<file path="src/hdl/gdf_params.svh">
`ifndef GDF_PARAMS_SVH
`define GDF_PARAMS_SVH

// Register addresses
`define GDF_ADDR_FAULT1 3'h0
`define GDF_ADDR_FAULT2 3'h1
`define GDF_ADDR_CTL1 3'h2
`define GDF_ADDR_CTL2 3'h3
`define GDF_ADDR_CTL3 3'h4
`define GDF_ADDR_CTL4 3'h5
`define GDF_ADDR_LAST 3'h5

// Frame layout
`define GDF_FRAME_BITS 5'h10
`define GDF_FRAME_OVER 5'h11
`define GDF_HEADER_BITS 5'h04
`define GDF_RW_BIT 15
`define GDF_ADDR_HI 14
`define GDF_ADDR_LO 12

// Control word defaults
`define GDF_CTL1_DEFAULT 12'h3a4
`define GDF_CTL2_DEFAULT 12'h250
`define GDF_CTL3_DEFAULT 12'hb02
`define GDF_CTL4_DEFAULT 12'h7fc

// Control word one fields
`define GDF_C1_CLEAR 11
`define GDF_C1_LOCK_HI 10
`define GDF_C1_LOCK_LO 8
`define GDF_C1_PUMP_EN 7
`define GDF_C1_WARN_ROUTE 5
`define GDF_LOCK_ON 3'h6
`define GDF_LOCK_OFF 3'h3

// Control word two fields
`define GDF_C2_DS_MODE_HI 11
`define GDF_C2_DS_MODE_LO 10
`define GDF_C2_DEG_HI 5
`define GDF_C2_DEG_LO 4
`define GDF_C2_DS_DELAY 3
`define GDF_C2_CS_DELAY 2
`define GDF_C2_CS_MODE_HI 1
`define GDF_C2_CS_MODE_LO 0

// Control word three calibration field
`define GDF_C3_CAL_HI 6
`define GDF_C3_CAL_LO 4
`define GDF_C3_CAL_MASK 12'h070

// Response mode codes
`define GDF_RESP_LATCH 2'h0
`define GDF_RESP_RETRY 2'h1
`define GDF_RESP_IGNORE 2'h3

// Fault word one bits, reserved masks of both fault words
`define GDF_F1_SUMMARY 11
`define GDF_F1_SUPPLY_UV 10
`define GDF_F1_PUMP_UV 8
`define GDF_F1_DS_OC 7
`define GDF_F1_CS_OC 6
`define GDF_F1_WARN 5
`define GDF_F1_TSD 4
`define GDF_F1_REG_OC 2
`define GDF_F1_REG_UV 1
`define GDF_F1_REG_OV 0
`define GDF_F1_RSVD_MASK 12'h208
`define GDF_F2_RSVD_MASK 12'h007

// Timing
`define GDF_CLK_PERIOD_NS 40
`define GDF_DEG0_NS 1400
`define GDF_DEG1_NS 2200
`define GDF_DEG2_NS 3200
`define GDF_DEG3_NS 5400
`define GDF_RETRY_SHORT_NS 70000
`define GDF_RETRY_LONG_NS 4000000
`define GDF_RETRY_W 17

`endif

</file>
<file path="src/hdl/gdf_pkg.sv">
package gdf_pkg;

    typedef enum logic [1:0] {PROT_RUN, PROT_LATCHED, PROT_RETRY} gdf_prot_state_type;

    typedef struct packed {
        logic supply_undervoltage;
        logic pump_undervoltage;
        logic thermal_warning;
        logic thermal_shutdown;
        logic regulator_overcurrent;
        logic regulator_undervoltage;
        logic regulator_overvoltage;
        logic [2:0] amp_overcurrent;
        logic [5:0] phase_overcurrent;
    } gdf_fault_in_type;

    typedef struct packed {
        logic [11:0] word_one;
        logic [11:0] word_two;
        logic [11:0] word_three;
        logic [11:0] word_four;
    } gdf_config_type;

endpackage : gdf_pkg

</file>
<file path="src/hdl/gdf_regs.sv">
// Functional notes
// - Sleep or shutdown returns all four control words to defaults.
// - Summary fault bit sets on any fault except thermal warning or an ignored overcurrent; cleared by clear command or enable low.
// - Thermal warning bit follows the warning level, no software clear needed.
// - Fault word one latches supply, pump, overcurrent, shutdown, regulator events.
// - Fault word two latches per-amplifier and per-transistor overcurrent detail.
// - Writing 1 to control word one bit 11 clears faults, reads back 0.
// - Lock code 110 blocks writes except lock field; 011 unlocks; others ignored.
// - Pump protect enable chooses shutdown action or report only on pump undervoltage.
// - Thermal warning routing chooses fault pin plus flag or flag only.
// - Input scheme, sensing method and hold enables sit in control word one.
// - Two-bit crossover gap code selects 100, 150, 250 or 450 ns.
// - Drain-source response: latch, retry, report only, or ignore without summary.
// - Four-bit drain-source threshold code, default 1001.
// - Deglitch code selects 1.4, 2.2, 3.2 or 5.4 us for both detectors.
// - Retry delay bits select 4 ms or 70 us per detector.
// - Sense response: latch, retry, report only, or ignore without summary.
// - Three-bit sense threshold code, default 101.
// - Current amplifier gain code, default 10.
// - Calibration start bits set by writing 1, self-clear when calibration ends.
// - Back-EMF enable, back-EMF gain and common select in control word three.
// - Gate transition time, calibration connect and comparator mode in word four.
// - High and low drive strength codes, both default 1111.
// - Frame is 16 bits MSB first: read flag, 3-bit address, 12 data bits.
// - Frames with address above 5 or length not 16 are ignored.
// - Capture on falling serial clock, launch on rising; writes return old content.
`timescale 1ns/1ps
`default_nettype none
`include "gdf_params.svh"

module gdf_regs #(
    parameter int RETRY_LONG_CYCLES = `GDF_RETRY_LONG_NS / `GDF_CLK_PERIOD_NS
) (
    input wire logic mclk,
    input wire logic resetn,
    input wire logic serial_select_n,
    input wire logic serial_clock,
    input wire logic serial_data_in,
    output logic serial_data_out,
    output logic serial_data_out_oe,
    input wire logic enable_pin,
    input wire logic low_power_enter,
    input wire gdf_pkg::gdf_fault_in_type fault_in,
    input wire logic [2:0] calibration_done,
    output gdf_pkg::gdf_config_type config_out,
    output logic error_output_pin_n,
    output logic drive_disable
);
    import gdf_pkg::*;

    localparam int DEG0 = (`GDF_DEG0_NS + `GDF_CLK_PERIOD_NS - 1) / `GDF_CLK_PERIOD_NS;
    localparam int DEG1 = (`GDF_DEG1_NS + `GDF_CLK_PERIOD_NS - 1) / `GDF_CLK_PERIOD_NS;
    localparam int DEG2 = (`GDF_DEG2_NS + `GDF_CLK_PERIOD_NS - 1) / `GDF_CLK_PERIOD_NS;
    localparam int DEG3 = (`GDF_DEG3_NS + `GDF_CLK_PERIOD_NS - 1) / `GDF_CLK_PERIOD_NS;
    localparam int RETRY_SHORT_CYCLES = `GDF_RETRY_SHORT_NS / `GDF_CLK_PERIOD_NS;

    function automatic logic [7:0] deg_cycles(input logic [1:0] code);
        unique case (code)
            2'h0: deg_cycles = 8'(DEG0);
            2'h1: deg_cycles = 8'(DEG1);
            2'h2: deg_cycles = 8'(DEG2);
            2'h3: deg_cycles = 8'(DEG3);
        endcase
    endfunction : deg_cycles

    function automatic logic [`GDF_RETRY_W-1:0] retry_load(input logic short_sel);
        retry_load = short_sel ? `GDF_RETRY_W'(RETRY_SHORT_CYCLES - 1)
                               : `GDF_RETRY_W'(RETRY_LONG_CYCLES - 1);
    endfunction : retry_load

    function automatic gdf_prot_state_type next_prot(input gdf_prot_state_type st,
            input logic evt, input logic [1:0] mode, input logic done, input logic clr);
        next_prot = st;
        unique case (st)
            PROT_RUN: begin
                if (evt && mode == `GDF_RESP_LATCH) begin
                    next_prot = PROT_LATCHED;
                end else if (evt && mode == `GDF_RESP_RETRY) begin
                    next_prot = PROT_RETRY;
                end
            end
            PROT_LATCHED: begin
                if (clr) begin
                    next_prot = PROT_RUN;
                end
            end
            PROT_RETRY: begin
                if (done) begin
                    next_prot = PROT_RUN;
                end
            end
            default: next_prot = PROT_RUN;
        endcase
    endfunction : next_prot

    // Pin synchronisers; the third stage only serves edge detection
    logic [2:0] sclk_sync;
    logic [2:0] sel_sync;
    logic [1:0] sdi_sync;
    logic [1:0] en_sync;

    always_ff @(posedge mclk or negedge resetn) begin
        if (!resetn) begin
            sclk_sync <= 3'h0;
            sel_sync <= 3'h7;
            sdi_sync <= 2'h0;
            en_sync <= 2'h3;
        end else begin
            sclk_sync <= {sclk_sync[1:0], serial_clock};
            sel_sync <= {sel_sync[1:0], serial_select_n};
            sdi_sync <= {sdi_sync[0], serial_data_in};
            en_sync <= {en_sync[0], enable_pin};
        end
    end

    wire selected = !sel_sync[1];
    wire sclk_fall = selected && sclk_sync[2] && !sclk_sync[1];
    wire sclk_rise = selected && !sclk_sync[2] && sclk_sync[1];
    wire frame_end = sel_sync[1] && !sel_sync[2];

    // Frame shifter
    logic [15:0] rx_shift;
    logic [4:0] bit_count;
    logic [11:0] tx_shift;

    wire [2:0] rx_addr = rx_shift[`GDF_ADDR_HI:`GDF_ADDR_LO];
    wire [11:0] rx_data = rx_shift[11:0];
    wire addr_ok = rx_addr <= `GDF_ADDR_LAST;
    wire frame_ok = frame_end && bit_count == `GDF_FRAME_BITS && addr_ok;
    wire write_cmd = frame_ok && !rx_shift[`GDF_RW_BIT];
    wire header_done = sclk_fall && bit_count == `GDF_HEADER_BITS - 5'h01;
    wire [2:0] head_addr = {rx_shift[1:0], sdi_sync[1]};

    // Register storage
    logic [11:0] fault_one;
    logic [11:0] fault_two;
    logic [11:0] ctl_one;
    logic [11:0] ctl_two;
    logic [11:0] ctl_three;
    logic [11:0] ctl_four;

    function automatic logic [11:0] reg_read(input logic [2:0] addr);
        unique case (addr)
            `GDF_ADDR_FAULT1: reg_read = fault_one & ~`GDF_F1_RSVD_MASK;
            `GDF_ADDR_FAULT2: reg_read = fault_two & ~`GDF_F2_RSVD_MASK;
            `GDF_ADDR_CTL1: reg_read = ctl_one;
            `GDF_ADDR_CTL2: reg_read = ctl_two;
            `GDF_ADDR_CTL3: reg_read = ctl_three;
            `GDF_ADDR_CTL4: reg_read = ctl_four;
            default: reg_read = 12'h000;
        endcase
    endfunction : reg_read

    always_ff @(posedge mclk or negedge resetn) begin
        if (!resetn) begin
            rx_shift <= 16'h0000;
            bit_count <= 5'h00;
        end else if (!selected) begin
            bit_count <= 5'h00;
        end else if (sclk_fall) begin
            rx_shift <= {rx_shift[14:0], sdi_sync[1]};
            if (bit_count != `GDF_FRAME_OVER) begin
                bit_count <= bit_count + 5'h01;
            end
        end
    end

    // Old content goes out after the address, for reads and writes alike
    always_ff @(posedge mclk or negedge resetn) begin
        if (!resetn) begin
            tx_shift <= 12'h000;
            serial_data_out <= 1'b0;
            serial_data_out_oe <= 1'b0;
        end else begin
            serial_data_out_oe <= selected;
            if (!selected) begin
                serial_data_out <= 1'b0;
            end else if (header_done) begin
                tx_shift <= reg_read(head_addr);
            end else if (sclk_rise && bit_count >= `GDF_HEADER_BITS) begin
                serial_data_out <= tx_shift[11];
                tx_shift <= {tx_shift[10:0], 1'b0};
            end
        end
    end

    // Write decode
    wire locked = ctl_one[`GDF_C1_LOCK_HI:`GDF_C1_LOCK_LO] == `GDF_LOCK_ON;
    wire [2:0] new_lock = rx_data[`GDF_C1_LOCK_HI:`GDF_C1_LOCK_LO];
    wire lock_code_ok = new_lock == `GDF_LOCK_ON || new_lock == `GDF_LOCK_OFF;
    wire wr_open = write_cmd && !locked;
    wire wr_one = wr_open && rx_addr == `GDF_ADDR_CTL1;
    wire wr_lock = write_cmd && rx_addr == `GDF_ADDR_CTL1 && lock_code_ok;
    wire wr_two = wr_open && rx_addr == `GDF_ADDR_CTL2;
    wire wr_three = wr_open && rx_addr == `GDF_ADDR_CTL3;
    wire wr_four = wr_open && rx_addr == `GDF_ADDR_CTL4;
    wire clear_cmd = wr_one && rx_data[`GDF_C1_CLEAR];
    wire clear_any = clear_cmd || !en_sync[1];
    wire [2:0] cal_set = wr_three ? rx_data[`GDF_C3_CAL_HI:`GDF_C3_CAL_LO] : 3'h0;
    wire [2:0] cal_now = ctl_three[`GDF_C3_CAL_HI:`GDF_C3_CAL_LO];
    wire [2:0] next_cal = (cal_now & ~calibration_done) | cal_set;

    logic [11:0] next_ctl_one;
    always_comb begin
        next_ctl_one = ctl_one;
        if (wr_one) begin
            next_ctl_one = rx_data;
            next_ctl_one[`GDF_C1_LOCK_HI:`GDF_C1_LOCK_LO] =
                ctl_one[`GDF_C1_LOCK_HI:`GDF_C1_LOCK_LO];
        end
        if (wr_lock) begin
            next_ctl_one[`GDF_C1_LOCK_HI:`GDF_C1_LOCK_LO] = new_lock;
        end
        next_ctl_one[`GDF_C1_CLEAR] = 1'b0;
    end

    always_ff @(posedge mclk or negedge resetn) begin
        if (!resetn) begin
            ctl_one <= `GDF_CTL1_DEFAULT;
            ctl_two <= `GDF_CTL2_DEFAULT;
            ctl_three <= `GDF_CTL3_DEFAULT;
            ctl_four <= `GDF_CTL4_DEFAULT;
        end else if (low_power_enter) begin
            ctl_one <= `GDF_CTL1_DEFAULT;
            ctl_two <= `GDF_CTL2_DEFAULT;
            ctl_three <= `GDF_CTL3_DEFAULT;
            ctl_four <= `GDF_CTL4_DEFAULT;
        end else begin
            ctl_one <= next_ctl_one;
            if (wr_two) begin
                ctl_two <= rx_data;
            end
            ctl_three <= wr_three ? rx_data : ctl_three;
            ctl_three[`GDF_C3_CAL_HI:`GDF_C3_CAL_LO] <= next_cal;
            if (wr_four) begin
                ctl_four <= rx_data;
            end
        end
    end

    // Overcurrent deglitch; a level that outlasts the window fires one event
    logic [7:0] ds_glitch;
    logic [7:0] cs_glitch;
    wire [7:0] deg_target = deg_cycles(ctl_two[`GDF_C2_DEG_HI:`GDF_C2_DEG_LO]);
    wire ds_raw = |fault_in.phase_overcurrent;
    wire cs_raw = |fault_in.amp_overcurrent;
    wire ds_evt = ds_raw && ds_glitch == deg_target - 8'h01;
    wire cs_evt = cs_raw && cs_glitch == deg_target - 8'h01;

    always_ff @(posedge mclk or negedge resetn) begin
        if (!resetn) begin
            ds_glitch <= 8'h00;
            cs_glitch <= 8'h00;
        end else begin
            ds_glitch <= !ds_raw ? 8'h00 : (ds_glitch == deg_target ? ds_glitch : ds_glitch + 8'h01);
            cs_glitch <= !cs_raw ? 8'h00 : (cs_glitch == deg_target ? cs_glitch : cs_glitch + 8'h01);
        end
    end

    // Response modes
    wire [1:0] ds_mode = ctl_two[`GDF_C2_DS_MODE_HI:`GDF_C2_DS_MODE_LO];
    wire [1:0] cs_mode = ctl_two[`GDF_C2_CS_MODE_HI:`GDF_C2_CS_MODE_LO];
    gdf_prot_state_type ds_state;
    gdf_prot_state_type cs_state;
    logic [`GDF_RETRY_W-1:0] ds_timer;
    logic [`GDF_RETRY_W-1:0] cs_timer;
    wire gdf_prot_state_type next_ds = next_prot(ds_state, ds_evt, ds_mode,
        ds_timer == '0, clear_any);
    wire gdf_prot_state_type next_cs = next_prot(cs_state, cs_evt, cs_mode,
        cs_timer == '0, clear_any);

    always_ff @(posedge mclk or negedge resetn) begin
        if (!resetn) begin
            ds_state <= PROT_RUN;
            cs_state <= PROT_RUN;
            ds_timer <= '0;
            cs_timer <= '0;
        end else begin
            ds_state <= next_ds;
            cs_state <= next_cs;
            if (ds_state == PROT_RUN && next_ds == PROT_RETRY) begin
                ds_timer <= retry_load(ctl_two[`GDF_C2_DS_DELAY]);
            end else if (ds_timer != '0) begin
                ds_timer <= ds_timer - 1'b1;
            end
            if (cs_state == PROT_RUN && next_cs == PROT_RETRY) begin
                cs_timer <= retry_load(ctl_two[`GDF_C2_CS_DELAY]);
            end else if (cs_timer != '0) begin
                cs_timer <= cs_timer - 1'b1;
            end
        end
    end

    // Fault latching; a new event wins over a clear in the same cycle
    wire ds_report = ds_evt && ds_mode != `GDF_RESP_IGNORE;
    wire cs_report = cs_evt && cs_mode != `GDF_RESP_IGNORE;
    logic [11:0] set_one;
    always_comb begin
        set_one = 12'h000;
        set_one[`GDF_F1_SUPPLY_UV] = fault_in.supply_undervoltage;
        set_one[`GDF_F1_PUMP_UV] = fault_in.pump_undervoltage;
        set_one[`GDF_F1_DS_OC] = ds_evt;
        set_one[`GDF_F1_CS_OC] = cs_evt;
        set_one[`GDF_F1_TSD] = fault_in.thermal_shutdown;
        set_one[`GDF_F1_REG_OC] = fault_in.regulator_overcurrent;
        set_one[`GDF_F1_REG_UV] = fault_in.regulator_undervoltage;
        set_one[`GDF_F1_REG_OV] = fault_in.regulator_overvoltage;
        set_one[`GDF_F1_SUMMARY] = fault_in.supply_undervoltage || fault_in.pump_undervoltage
            || fault_in.thermal_shutdown || fault_in.regulator_overcurrent
            || fault_in.regulator_undervoltage || fault_in.regulator_overvoltage
            || ds_report || cs_report;
    end
    wire [11:0] set_two = {fault_in.amp_overcurrent & {3{cs_evt}},
        fault_in.phase_overcurrent & {6{ds_evt}}, 3'h0};
    wire [11:0] next_fault_one = ((clear_any ? 12'h000 : fault_one) | set_one)
        & ~`GDF_F1_RSVD_MASK;
    wire [11:0] next_fault_two = (clear_any ? 12'h000 : fault_two) | set_two;
    wire warn_to_pin = fault_in.thermal_warning && ctl_one[`GDF_C1_WARN_ROUTE];
    wire pump_trip = fault_in.pump_undervoltage && ctl_one[`GDF_C1_PUMP_EN];

    always_ff @(posedge mclk or negedge resetn) begin
        if (!resetn) begin
            fault_one <= 12'h000;
            fault_two <= 12'h000;
            error_output_pin_n <= 1'b1;
            drive_disable <= 1'b0;
        end else begin
            fault_one <= next_fault_one;
            fault_one[`GDF_F1_WARN] <= fault_in.thermal_warning;
            fault_two <= next_fault_two;
            error_output_pin_n <= !(next_fault_one[`GDF_F1_SUMMARY] || warn_to_pin);
            drive_disable <= pump_trip || next_ds != PROT_RUN || next_cs != PROT_RUN;
        end
    end

    assign config_out = '{word_one: ctl_one, word_two: ctl_two, word_three: ctl_three,
        word_four: ctl_four};
endmodule : gdf_regs

`default_nettype wire

</file>
<file path="config.mk">
export PLATFORM = sky130hd
export DESIGN_NAME = gdf_regs
export DESIGN_NICKNAME = d
export VERILOG_FILES = /design/src/hdl/gdf_pkg.sv /design/src/hdl/gdf_regs.sv
export VERILOG_INCLUDE_DIRS = /design/src /design/src/hdl
export SDC_FILE = /design/constraint.sdc
export NUM_CORES = 1
export LEC_CHECK = 0
export ABC_AREA = 1
export BUFFER_PORTS_ARGS = -buffer_cell sky130_fd_sc_hd__clkbuf_2
export CAP_MARGIN = 30
export CORE_MARGIN = 2
export CORE_UTILIZATION = 55
export CTS_BUF_LIST = sky130_fd_sc_hd__clkbuf_16
export CTS_CLUSTER_SIZE = 8
export DETAILED_ROUTE_END_ITERATION = 12
export HOLD_SLACK_MARGIN = 0.06
export PLACE_DENSITY = 0.83
export SLEW_MARGIN = 20
export SYNTH_ARGS = -nofsm -noshare
export SYNTH_HDL_FRONTEND = slang
export SYNTH_SLANG_ARGS = --single-unit
</file>
<file path="constraint.sdc">
create_clock -name mclk -period 3.7 [get_ports mclk]
set_input_delay 0.74 -clock mclk [delete_from_list [all_inputs] [get_ports mclk]]
set_output_delay 0.74 -clock mclk [all_outputs]
set_load 0.1 [all_outputs]
</file>
Word level (Yosys, flattened, before mapping):

Index checks and enable logic that the tools add are counted.

* $add $sub $neg: 6
* magnitude comparators: 2
* equality and inequality tests: 35
* mux-type cells: 42
* bitwise operators: 8
* reductions and logical operators: 79

Operator list (count)
* $mux W12: 10
* $mux W17: 6
* $pmux W12 S6: 1
* $mux W8: 5
* $logic_not A17 Y1: 2
* $reduce_bool A17 Y1: 2
* $sub A17 B1 Y17 const B: 2
* $eq A8 B8 Y1: 4
* $pmux W8 S4: 1
* $logic_and A1 B1 Y1: 30
* $reduce_bool A2 Y1: 13
* $or A12 B12 Y12: 2
* $eq A3 B3 Y1 const B: 6
* $add A8 B1 Y8 const B: 2
* $mux W2: 8
* $eq A3 B2 Y1 const B: 5
* $mux W5: 3
* $eq A2 B2 Y1 const B: 6
* $logic_or A1 B1 Y1: 12
* $pmux W2 S3: 2
* $mux W11: 1
* $eq A2 B1 Y1 const B: 5
* $logic_not A2 Y1: 5
* $ne A2 B2 Y1 const B: 5
* other kinds (20): 34

* register bits: 170
* word-level logic and storage cells: 197

Longest topological paths before layout:

Gate-level depths: netlist (run 1).

* depth in word-level cells: 14
* depth in mapped cells: 15

Least setup slack after synthesis (run 1):

No wires, ideal clock.

* kind: register to register
* start point: reg ctl_two[5]
* end point: reg ds_timer[1]
* setup time: 0.126 ns
* data arrival time: 2.289 ns
* required time: 3.574 ns
* path slack: 1.284 ns
* cell stages (with the launch flop): 13
* path buffers: 2
* period minus slack after synthesis: 2.416 ns
* path through: dfrtp_1 ha_1 buf_4 inv_4 nand2_1 nand2_1 nor2_1 nand3_2 nor2_4 nand3_2 buf_6 nand3b_2 nand3_1

* word-level cells in the longest chain between the ends: 12

Ends and longest elaborated chain
* start: declaration: RTL line gdf_regs.sv:138 `logic [11:0] ctl_two;`
* start signal: assignment: RTL line gdf_regs.sv:220 `` ctl_two <= `GDF_CTL2_DEFAULT; ``
* start signal: assignment: RTL line gdf_regs.sv:225 `` ctl_two <= `GDF_CTL2_DEFAULT; ``
* start signal: assignment: RTL line gdf_regs.sv:231 `ctl_two <= rx_data;`
* $eq A2 B2 Y1 (tied with other cells): RTL line gdf_regs.sv:58 `unique case (code)`
* $pmux W8 S4 *: RTL line gdf_regs.sv:58
* $sub A8 B1 Y8 *: RTL line gdf_regs.sv:247 `wire ds_evt = ds_raw && ds_glitch == deg_target - 8'h01;`
* $eq A8 B8 Y1 *: RTL line gdf_regs.sv:247
* $logic_and A1 B1 Y1 *: RTL line gdf_regs.sv:247
* $logic_and A1 B1 Y1 (no line)
* $mux W2: RTL line gdf_regs.sv:78 `` end else if (evt && mode == `GDF_RESP_RETRY) begin ``
* $mux W2 *: RTL line gdf_regs.sv:76 `` if (evt && mode == `GDF_RESP_LATCH) begin ``
* $pmux W2 S3 *: RTL line gdf_regs.sv:74 `unique case (st)`
* $eq A2 B2 Y1 *: RTL line gdf_regs.sv:281 `if (ds_state == PROT_RUN && next_ds == PROT_RETRY) begin`
* $logic_and A1 B1 Y1 *: RTL line gdf_regs.sv:281
* $mux W17 or $reduce_bool A2 Y1 (tied branches)
* end signal: assignment: RTL line gdf_regs.sv:282 `` ds_timer <= retry_load(ctl_two[`GDF_C2_DS_DELAY]); ``
* end signal: assignment: RTL line gdf_regs.sv:284 `ds_timer <= ds_timer - 1'b1;`
* end: declaration: RTL line gdf_regs.sv:265 `` logic [`GDF_RETRY_W-1:0] ds_timer; ``

Mark *: on every way between the ends. The rest lies on a longest branch, timed or not. The select of a mux whose other input is x is not followed.
A chain may end at the register's enable or synchronous reset.

Final worst setup path (run 1):

* start point: reg ctl_two[4]
* end point: reg ds_timer[3]

Same word-level chain as after synthesis.

==> results.json, run 1 <==
{
  "status": "complete, no violations",
  "min_from": "sclk_sync[0]$_DFF_PN0_",
  "start_util_pct": 56.1,
  "route.antenna.remaining_nets": 0,
  "maxCapViolations": 0,
  "htreeDepth": 4,
  "path_cells": "inv_1, ha_1, nand2_1, nand2_1, nor2_1, nand3_2, nor2_4, nand3_2, nand2_1, inv_2, a21oi_1",
  "worstSetupPathType": "reg -> reg",
  "grt_pass1_vias": 7519,
  "antenna_cells": 0,
  "via_per_inst": 5.69,
  "rsz0062_at_grt": "no",
  "coreArea_mm2": 0.0158,
  "drt-total-wl_um": 23700,
  "finalPower_mw": 5.46,
  "placed_area_mm2": 0.00943,
  "yosysSeqAreaShare_pct": 47.4,
  "synthTopCellsByArea": "dfrtp_1 39%, nand2_1 11%, dfstp_2 8.0%",
  "syn_area_mm2": 0.00888,
  "crit_fanout": 16,
  "ioPinCount": 78,
  "yosys_register_bits": 167,
  "cts_root_buf": "clkbuf_16",
  "cts_tree": "done",
  "port_buffers": 76,
  "cts_buffer_depth": 2,
  "cp_slowest_stage_delay_ns": 0.58,
  "end_kind": "flip-flop",
  "dieArea_mm2": 0.0172,
  "post-cts-setup-buffers": 0,
  "grt_max_degree": 92,
  "firstDrtPassIters": 5,
  "timing.final.ws_setup_ns": 1.13,
  "nets": 1241,
  "yosys.area.top_type": "dfrtp_1",
  "clk_latency_ns": 0.44,
  "slew_viol_final": 0,
  "cp-startpoint": "ctl_two[4]$_DFFE_PN1P_",
  "worstPathRequired_ns": 4.06,
  "period_minus_slack_ns": 2.57,
  "clock-skew-final_ns": 0.0107,
  "netlist_instances": 1126,
  "critPathLaunchType": "flip-flop",
  "dr.first_iter.drc_count": 763,
  "grt_usage_pct": 29.1,
  "grt_pass1_wl_um": 38400,
  "irDropWorstVdd_uv": 392,
  "grt_overflow": 0,
  "post_cts_resized": 0,
  "final_cells": 1430,
  "power_density_mw_per_mm2": 545,
  "dp.cells": 1398,
  "dieHeight_um": 131,
  "wl_per_cell_um": 16.6,
  "dp_hpwl_um": 17000,
  "synth-edff-count": 0,
  "dp_slack_ns": 1.19,
  "worst-path-buf-inv": 2,
  "cts_buffers": 17,
  "clock-sinks": 167,
  "synth_warnings": 0,
  "die_x_um": 131,
  "period_share_pct": 69.5,
  "syn-num-nets": 1166,
  "arrival_ns": 2.93,
  "worst_pin_slew_ns": 0.846,
  "place_congestion": 0.945,
  "drc_errors": 0,
  "p_leak_nw": 4.92,
  "tns_ns": 0,
  "slew-limit-headroom_pct": 43.6,
  "finalSetupViolations": 0,
  "holdBufCountCts": 0,
  "synthArstFlopShare_pct": 100,
  "synthDistinctLibCells": 57,
  "design_area_mm2": 0.0100,
  "hold_violations": 0,
  "min_path_type": "reg -> reg",
  "r2r_start": "ctl_two[4]$_DFFE_PN1P_",
  "critical_path.slowest_cell": "dfstp_2",
  "clk_pin_slew_worst_paths_ns": 0.07,
  "dr_total_vias": 8137,
  "crit_path_frequent_cell": "nand2_1",
  "grt_antenna_before_repair": 0,
  "drive_gt1_share_pct": 17.5,
  "path_delay_family": "simple AND/OR/NAND/NOR gates",
  "syn_avg_cell_area_um2": 7.89,
  "max_freq_ghz": 0.389,
  "area_growth_pct": 12.8,
  "synth.top_cell.area_share_pct": 39.5,
  "synth_top_flop_cell": "dfrtp_1",
  "row_count": 46
}
layout by cell type, fill, tap and decap left out, types with 4 or more instances in the layout:
cell and instances:
a21oi_1 29, ha_1 14, nand2_2 8, o211ai_1 5, clkbuf_2 75, nand3_1 85
clkbuf_16 17, nand3b_1 5, o21ai_1 23, nor2_2 11, nor3_1 32, clkinv_4 5
nor2_1 118, inv_2 21, nand2_1 271, o21ai_0 60, o21ai_2 5, nor2_4 4
xor2_1 6, o22ai_1 13, dfstp_2 27, nand4_1 22, xnor2_1 6, nand4_2 4
nor3_2 4, dfrtp_1 140, clkinv_8 4, inv_1 139
through the flow:
stage / hold slack, ns / util [%]
floorplan: 0.331 / -
global placement: 0.336 / 59.6
detailed placement: 0.339 / 59.6
CTS: 0.356 / 63.3
global route: 0.361 / 63.3
finish: 0.354 / 63.3
synthesized netlist by cell type, types with 4 or more instances:
library cell  count
a21oi_1          29
buf_2             6
buf_4             5
buf_6             5
clkbuf_1          5
dfrtp_1         140
dfstp_2          27
ha_1             14
inv_1           139
inv_2            21
nand2_1         271
nand2_2           8
nand3_1          85
nand3b_1          5
nand4_1          22
nand4_2           4
nor2_1          118
nor2_2           11
nor2_4            4
nor3_1           33
o211ai_1          5
o21ai_0          60
o21ai_1          23
o21ai_2           5
o22ai_1          13
xnor2_1           6
xor2_1            6
state kept, by name (all words and copies together), names as in the netlist, 3 cells and up:
signal / count
bit_count: 5
cs_glitch: 8
cs_timer: 17
ctl_four: 12
ctl_one: 11
ctl_three: 12
ctl_two: 12
ds_glitch: 8
ds_timer: 17
fault_one: 10
fault_two: 9
rx_shift: 16
sclk_sync: 3
sel_sync: 3
tx_shift: 12
metal layers:
metal	wire (µm)	GRT usage, %	vias to the layer above
li1	-	-	3809
met1	9910	39.3	3890
met2	11300	46.8	384
met3	1840	6.21	54
met4	664	10.6	0
met5	0	0	-
path summary, 6_finish.rpt:
kind                                       endpoint  slack (ns)  depth (start not counted)
min reg2reg                  sclk_sync[1]$_DFF_PN0_        0.35                          0
max                         ds_timer[3]$_DFFE_PN0P_        1.13                         11
min in group asynchronous  ds_glitch[1]$_DFFE_PN0P_        0.37                          1
min                          sclk_sync[1]$_DFF_PN0_        0.35                          0
max in group asynchronous   ctl_four[8]$_DFFE_PN1P_        2.49                          2
max reg2reg                 ds_timer[3]$_DFFE_PN0P_        1.13                         11
cell type report:
cell class              count  area (µm²)
repair buffers             79         422
multi-input cells         773        3910
inverters                 163         617
clock buffers              17         425
fillers                  1327        5810
clock inverters            15         164
flip-flops and latches    167        4210
well taps                 216         270
where the power goes:
| group | switching (mW) | internal [mW] |
|---|---|---|
| Sequential | 0.275 | 2.05 |
| Combinational | 0.984 | 0.409 |
| Clock | 0.846 | 0.901 |
| Total | 2.10 | 3.36 |
cells by family (layout without fill, tap and decap cells):
group	Yosys count	after routing	share of synthesized area [%]
simple gates	585	585	30.1
buf+inv	186	274	8.64
flops	167	167	47.4
compound gates	160	160	10.4
fa+ha+maj	14	14	1.97
xor+xnor	13	13	1.37
other cells	1	1	0.0422
(Power assumes the default switching activity.)
==> run 2: changes to the inputs <==
==> constraint.sdc (replaced) <==
create_clock -name mclk -period 2.4 [get_ports mclk]
set_input_delay 0.48 -clock mclk [delete_from_list [all_inputs] [get_ports mclk]]
set_output_delay 0.48 -clock mclk [all_outputs]
set_load 0.1 [all_outputs]
==> run 2 against run 1 <==
  * First-iteration DRC count fell by 14%
  * Via count about the same
  * Worst setup slack worse by 0.98 ns
  * Cell count rose by 1.1%
  * Highest routed layer unchanged
  * Maximum frequency rose by 14%
  * Sequential share of layout area decreased by 0.75 points
  * Count of clock-buffer cells in the layout unchanged
  * Sequential cell count is the same
  * Combinational power is 57% higher
  * Core utilization rose by 1.2 points
  * Critical path depth up 2
==> results.json, run 2 (synthesis gave the netlist of run 1 again) <==
{
  "port_buffers": 76,
  "min_path_type": "in -> reg",
  "post-route-util_pct": 64.5,
  "multiInputGateArea_mm2": 0.00392,
  "irDropWorstVdd_uv": 594,
  "dp_hpwl_um": 17400,
  "cp_slowest_stage_delay_ns": 0.65,
  "path_delay_family": "simple AND/OR/NAND/NOR gates",
  "die_x_um": 131,
  "start_util_pct": 56.1,
  "end_kind": "flip-flop",
  "drive_gt1_share_pct": 18.6,
  "clock-skew-final_ns": 0.00845,
  "drt-total-wl_um": 23700,
  "holdWs_ns": 0.119,
  "status": "complete, no violations",
  "area_growth_pct": 15.0,
  "rr_endpoint": "cs_timer[1]$_DFFE_PN0P_",
  "grt_antenna_before_repair": 0,
  "rsz0062_at_grt": "no",
  "drc_errors": 0,
  "grt_usage_pct": 29.5,
  "crit_fanout": 9,
  "critPathLaunchType": "flip-flop",
  "final_common_cell": "nand2_1",
  "power_density_mw_per_mm2": 857,
  "r2r_cells": 13,
  "finalSetupViolations": 0,
  "worst_pin_slew_ns": 0.584,
  "finalPower_mw": 8.75,
  "clk_pin_slew_worst_paths_ns": 0.07,
  "antenna_cells": 0,
  "htreeDepth": 4,
  "cts_buffer_depth": 2,
  "coreArea_mm2": 0.0158,
  "cts_buffers": 17,
  "clock-sinks": 167,
  "cp_num_cells": 13,
  "critical_path.endpoint": "cs_timer[1]$_DFFE_PN0P_",
  "grt_overflow": 0,
  "reg.largest.list": "cs_timer (17), ds_timer (17), rx_shift (16)",
  "path_cells": "inv_1, ha_2, inv_4, nand2_1, nand2_2, nand3_1, nor2_4, nand4_4, nand2_2, clkinv_1, nand2_1, nand2_1, inv_1",
  "crit_path_frequent_cell": "nand2_1",
  "grt_pass1_wl_um": 39100,
  "dr_total_vias": 8132,
  "hold_violations": 0,
  "grt_pass1_vias": 7850,
  "cts_root_buf": "clkbuf_16",
  "reg2reg_slack_ns": 0.14,
  "ioPinCount": 78,
  "maxCapViolations": 0,
  "route.antenna.remaining_nets": 0,
  "p_leak_nw": 5.02,
  "worstPathRequired_ns": 2.78,
  "max_freq_ghz": 0.443,
  "worst-path-buf-inv": 4,
  "cts_tree": "done",
  "slew-limit-headroom_pct": 61.2,
  "row_count": 46,
  "firstDrtPassIters": 6,
  "arrival_ns": 2.63,
  "tns_ns": 0,
  "critical_path.slowest_cell": "dfstp_4",
  "dr.first_iter.drc_count": 658,
  "r2r_start": "ctl_two[4]$_DFFE_PN1P_",
  "final_cells": 1446,
  "via_per_inst": 5.62,
  "period_share_pct": 94.1,
  "final_cell_mix": "271 x nand2_1, 140 x inv_1, 139 x dfrtp_1",
  "dieHeight_um": 131,
  "dieArea_mm2": 0.0172,
  "fillers": 1298,
  "worstSetupPathType": "reg -> reg",
  "post-cts-setup-buffers": 0,
  "period_minus_slack_ns": 2.26,
  "grt_max_degree": 61,
  "cp-startpoint": "ctl_two[4]$_DFFE_PN1P_",
  "place_congestion": 0.940,
  "slew_viol_final": 0,
  "wl_per_cell_um": 16.4,
  "clk_latency_ns": 0.44,
  "dp.cells": 1413,
  "nets": 1257,
  "seqCellArea_mm2": 0.00422
}
-- run 2: cell count changes in the layout (fill, tap and decap cells not counted), moves of 3 or more --
cell       delta
clkinv_8      -4
bufinv_16     +4
clkinv_4      -3
buf_4        +15
-- run 2: how the worst min path moves through the flow --
| stage | end | depth (start not counted) | slack (ns) | start |
|---|---|---|---|---|
| 6_report | sel_sync[0]$_DFF_PN1_ | 1 | 0.12 | serial_select_n |
| 4_1_cts | sel_sync[0]$_DFF_PN1_ | 1 | 0.11 | serial_select_n |
| 3_5_place_dp | sclk_sync[1]$_DFF_PN0_ | 0 | 0.34 | sclk_sync[0]$_DFF_PN0_ |
| 2_1_floorplan | bit_count[0]$_DFFE_PN0P_ | 0 | 0.18 | resetn |
| 5_1_grt | en_sync[0]$_DFF_PN1_ | 1 | 0.12 | enable_pin |
| 3_3_place_gp | sclk_sync[1]$_DFF_PN0_ | 0 | 0.33 | sclk_sync[0]$_DFF_PN0_ |
-- run 2: timing repair --
item                       4_1_cts  5_1_grt
resized for setup                1        2
setup endpoints to repair        2       10
hold buffers                     1        0
hold endpoints to repair        47        0
pin swaps                        0        1
-- run 2: metal layers --
layer	global-route usage, %	share of wire [%]	up-vias
met5	0	0	-
met4	16.3	5.1	0
met1	38.2	41	3807
met2	47.4	46	397
met3	5.32	7.6	86
li1	-	-	3842
-- run 2: through the flow --
step / cell area [µm²] / worst slack, ns
4_1_cts: 10200 / 0.0281
6_report: 10200 / 0.143
2_1_floorplan: 8880 / 0.140
5_1_grt: 10200 / 0.0142
3_5_place_dp: 9540 / 0.0709
3_3_place_gp: 9540 / 0.150
-- run 2: layout make-up --
type | count | area share, %
Clock buffer | 17 | 4.17
Clock inverter | 15 | 2.11
Inverter | 163 | 6.04
Multi-Input combinational cell | 773 | 38.4
Sequential cell | 167 | 41.3
Tap cell | 216 | 2.65
Timing Repair Buffer | 95 | 5.33
-- run 2: power by group --
part	internal [mW]	switching [mW]
clock network	1.77	1.22
logic	0.644	1.53
registers	3.16	0.421
total	5.57	3.18
==> run 3: changes to the inputs <==
--- a/config.mk
+++ b/config.mk
@@ -11,7 +11,7 @@
 export CAP_MARGIN = 30
 export CORE_MARGIN = 2
 export CORE_UTILIZATION = 55
-export CTS_BUF_LIST = sky130_fd_sc_hd__clkbuf_16
+export CTS_BUF_LIST = sky130_fd_sc_hd__clkbuf_8
 export CTS_CLUSTER_SIZE = 8
 export DETAILED_ROUTE_END_ITERATION = 12
 export HOLD_SLACK_MARGIN = 0.06
==> run 3 against run 2 <==
  * Sequential cell count is the same
  * Hold slack lost 0.047 ns
  * Power shrank 7.3%
  * Global-route usage shrank 0.53 points
==> results.json, run 3 (synthesis gave the netlist of run 1 again) <==
{
  "status": "complete, no violations",
  "design_area_mm2": 0.0101,
  "grt_usage_pct": 29.0,
  "ioPinCount": 78,
  "place_congestion": 0.940,
  "dp.cells": 1413,
  "fillers": 1319,
  "rr_endpoint": "cs_timer[6]$_DFFE_PN0P_",
  "end_kind": "flip-flop",
  "drt-total-wl_um": 23600,
  "grt_antenna_before_repair": 0,
  "clk_pin_slew_worst_paths_ns": 0.10,
  "reg2reg_slack_ns": 0.08,
  "min_path_type": "in -> reg",
  "hold_violations": 0,
  "port_buffers": 76,
  "coreArea_mm2": 0.0158,
  "arrival_ns": 2.69,
  "grt_pass1_vias": 7663,
  "placed_area_mm2": 0.00954,
  "dr_total_vias": 8143,
  "max_freq_ghz": 0.432,
  "holdWs_ns": 0.0721,
  "critPathLaunchType": "flip-flop",
  "dr.first_iter.drc_count": 768,
  "drive_gt1_share_pct": 19.4,
  "cts_tree": "done",
  "irDropWorstVdd_uv": 490,
  "p_leak_nw": 4.97,
  "cts_root_buf": "clkbuf_8",
  "nets": 1262,
  "htreeDepth": 4,
  "maxCapViolations": 0,
  "clock-sinks": 167,
  "period_minus_slack_ns": 2.32,
  "r2r_start": "ctl_two[4]$_DFFE_PN1P_",
  "grt_overflow": 0,
  "via_per_inst": 5.61,
  "dp_hpwl_um": 17400,
  "firstDrtPassIters": 8,
  "final_cells": 1451,
  "grt_pass1_wl_um": 38300,
  "critical_path.endpoint": "cs_timer[6]$_DFFE_PN0P_",
  "clock-skew-final_ns": 0.0190,
  "cp-startpoint": "ctl_two[4]$_DFFE_PN1P_",
  "slew_viol_final": 0,
  "route.antenna.remaining_nets": 0,
  "die_x_um": 131,
  "cts_buffers": 17,
  "area_growth_pct": 13.7,
  "slew-limit-headroom_pct": 60.6,
  "row_count": 46,
  "worst_pin_slew_ns": 0.591,
  "period_share_pct": 96.5,
  "reg.largest.list": "cs_timer (17), ds_timer (17), rx_shift (16)",
  "finalSetupViolations": 0,
  "seqCellArea_mm2": 0.00422,
  "worstSetupPathType": "reg -> reg",
  "cts_buffer_depth": 2,
  "post-route-util_pct": 63.8,
  "multiInputGateArea_mm2": 0.00395,
  "antenna_cells": 0,
  "dieArea_mm2": 0.0172,
  "dieHeight_um": 131,
  "clk_latency_ns": 0.48,
  "final_common_cell": "nand2_1",
  "start_util_pct": 56.1,
  "drc_errors": 0,
  "worstPathRequired_ns": 2.77,
  "final_cell_mix": "270 x nand2_1, 139 x inv_1, 139 x dfrtp_1",
  "grt_max_degree": 61,
  "wl_per_cell_um": 16.2,
  "crit_fanout": 5,
  "r2r_cells": 9,
  "power_density_mw_per_mm2": 803
}
==> run 3: where the power goes <==
part	total, mW	internal (mW)	switching, mW	leakage (nW)
clock	2.33	1.19	1.13	0.233
sequential	3.57	3.15	0.415	2.08
combinational	2.21	0.658	1.55	2.66
total	8.11	5.01	3.10	4.97
==> run 3: how the worst min path moves through the flow <==
stage / from / endpoint / cells after the start
6_report: serial_select_n / sel_sync[0]$_DFF_PN1_ / 1
5_1_grt: enable_pin / en_sync[0]$_DFF_PN1_ / 1
4_1_cts: serial_select_n / sel_sync[0]$_DFF_PN1_ / 1
3_5_place_dp: sclk_sync[0]$_DFF_PN0_ / sclk_sync[1]$_DFF_PN0_ / 0
3_3_place_gp: sclk_sync[0]$_DFF_PN0_ / sclk_sync[1]$_DFF_PN0_ / 0
2_1_floorplan: resetn / bit_count[0]$_DFFE_PN0P_ / 0
==> run 3: layout make-up <==
class,instances,share of cell area [%]
tap,216,2.68
inverter,163,6.14
clock buffer,18,2.45
timing repair buffer,100,5.76
sequential,167,41.8
multi-input combinational,773,39.1
clock inverter,14,2.09
==> run 3: timing repair <==
item / in CTS / in global routing
pin swaps: 0 / 5
endpoints found under the setup margin: 2 / 5
buffers inserted: 0 / 5
hold buffers: 1 / 0
gates resized for setup: 1 / 9
endpoints found under the hold margin: 47 / 0
==> run 3: worst max-delay path, cell delays in order (launching register included) <==
cell        delay [ns]
dfstp_4           0.66
clkinvlp_4        0.14
ha_1              0.27
nand2_1           0.12
nand2_1           0.07
a21oi_1           0.16
nand2_2           0.09
nor2_4            0.14
nand4_1           0.28
and3_1            0.25
==> run 3: metrics by stage <==
stage	power (mW)	TNS, ns	setup WS [ns]
finish	8.11	0	0.0848
global route	8.52	-0.0329	-0.0296
CTS	8.04	0	0.0283
detailed placement	5.73	0	0.0709
global placement	5.65	0	0.150
floorplan	5.19	0	0.140
==> run 3: per-layer routing <==
metal | global-route usage (%) | wire length (µm) | vias up | part of all wire (%)
met2 | 46.0 | 10900 | 417 | 46
met5 | 0 | 0 | - | 0
met1 | 38.3 | 9450 | 3804 | 40
met3 | 5.32 | 2100 | 76 | 8.9
li1 | - | - | 3846 | -
met4 | 15.2 | 1060 | 0 | 4.5
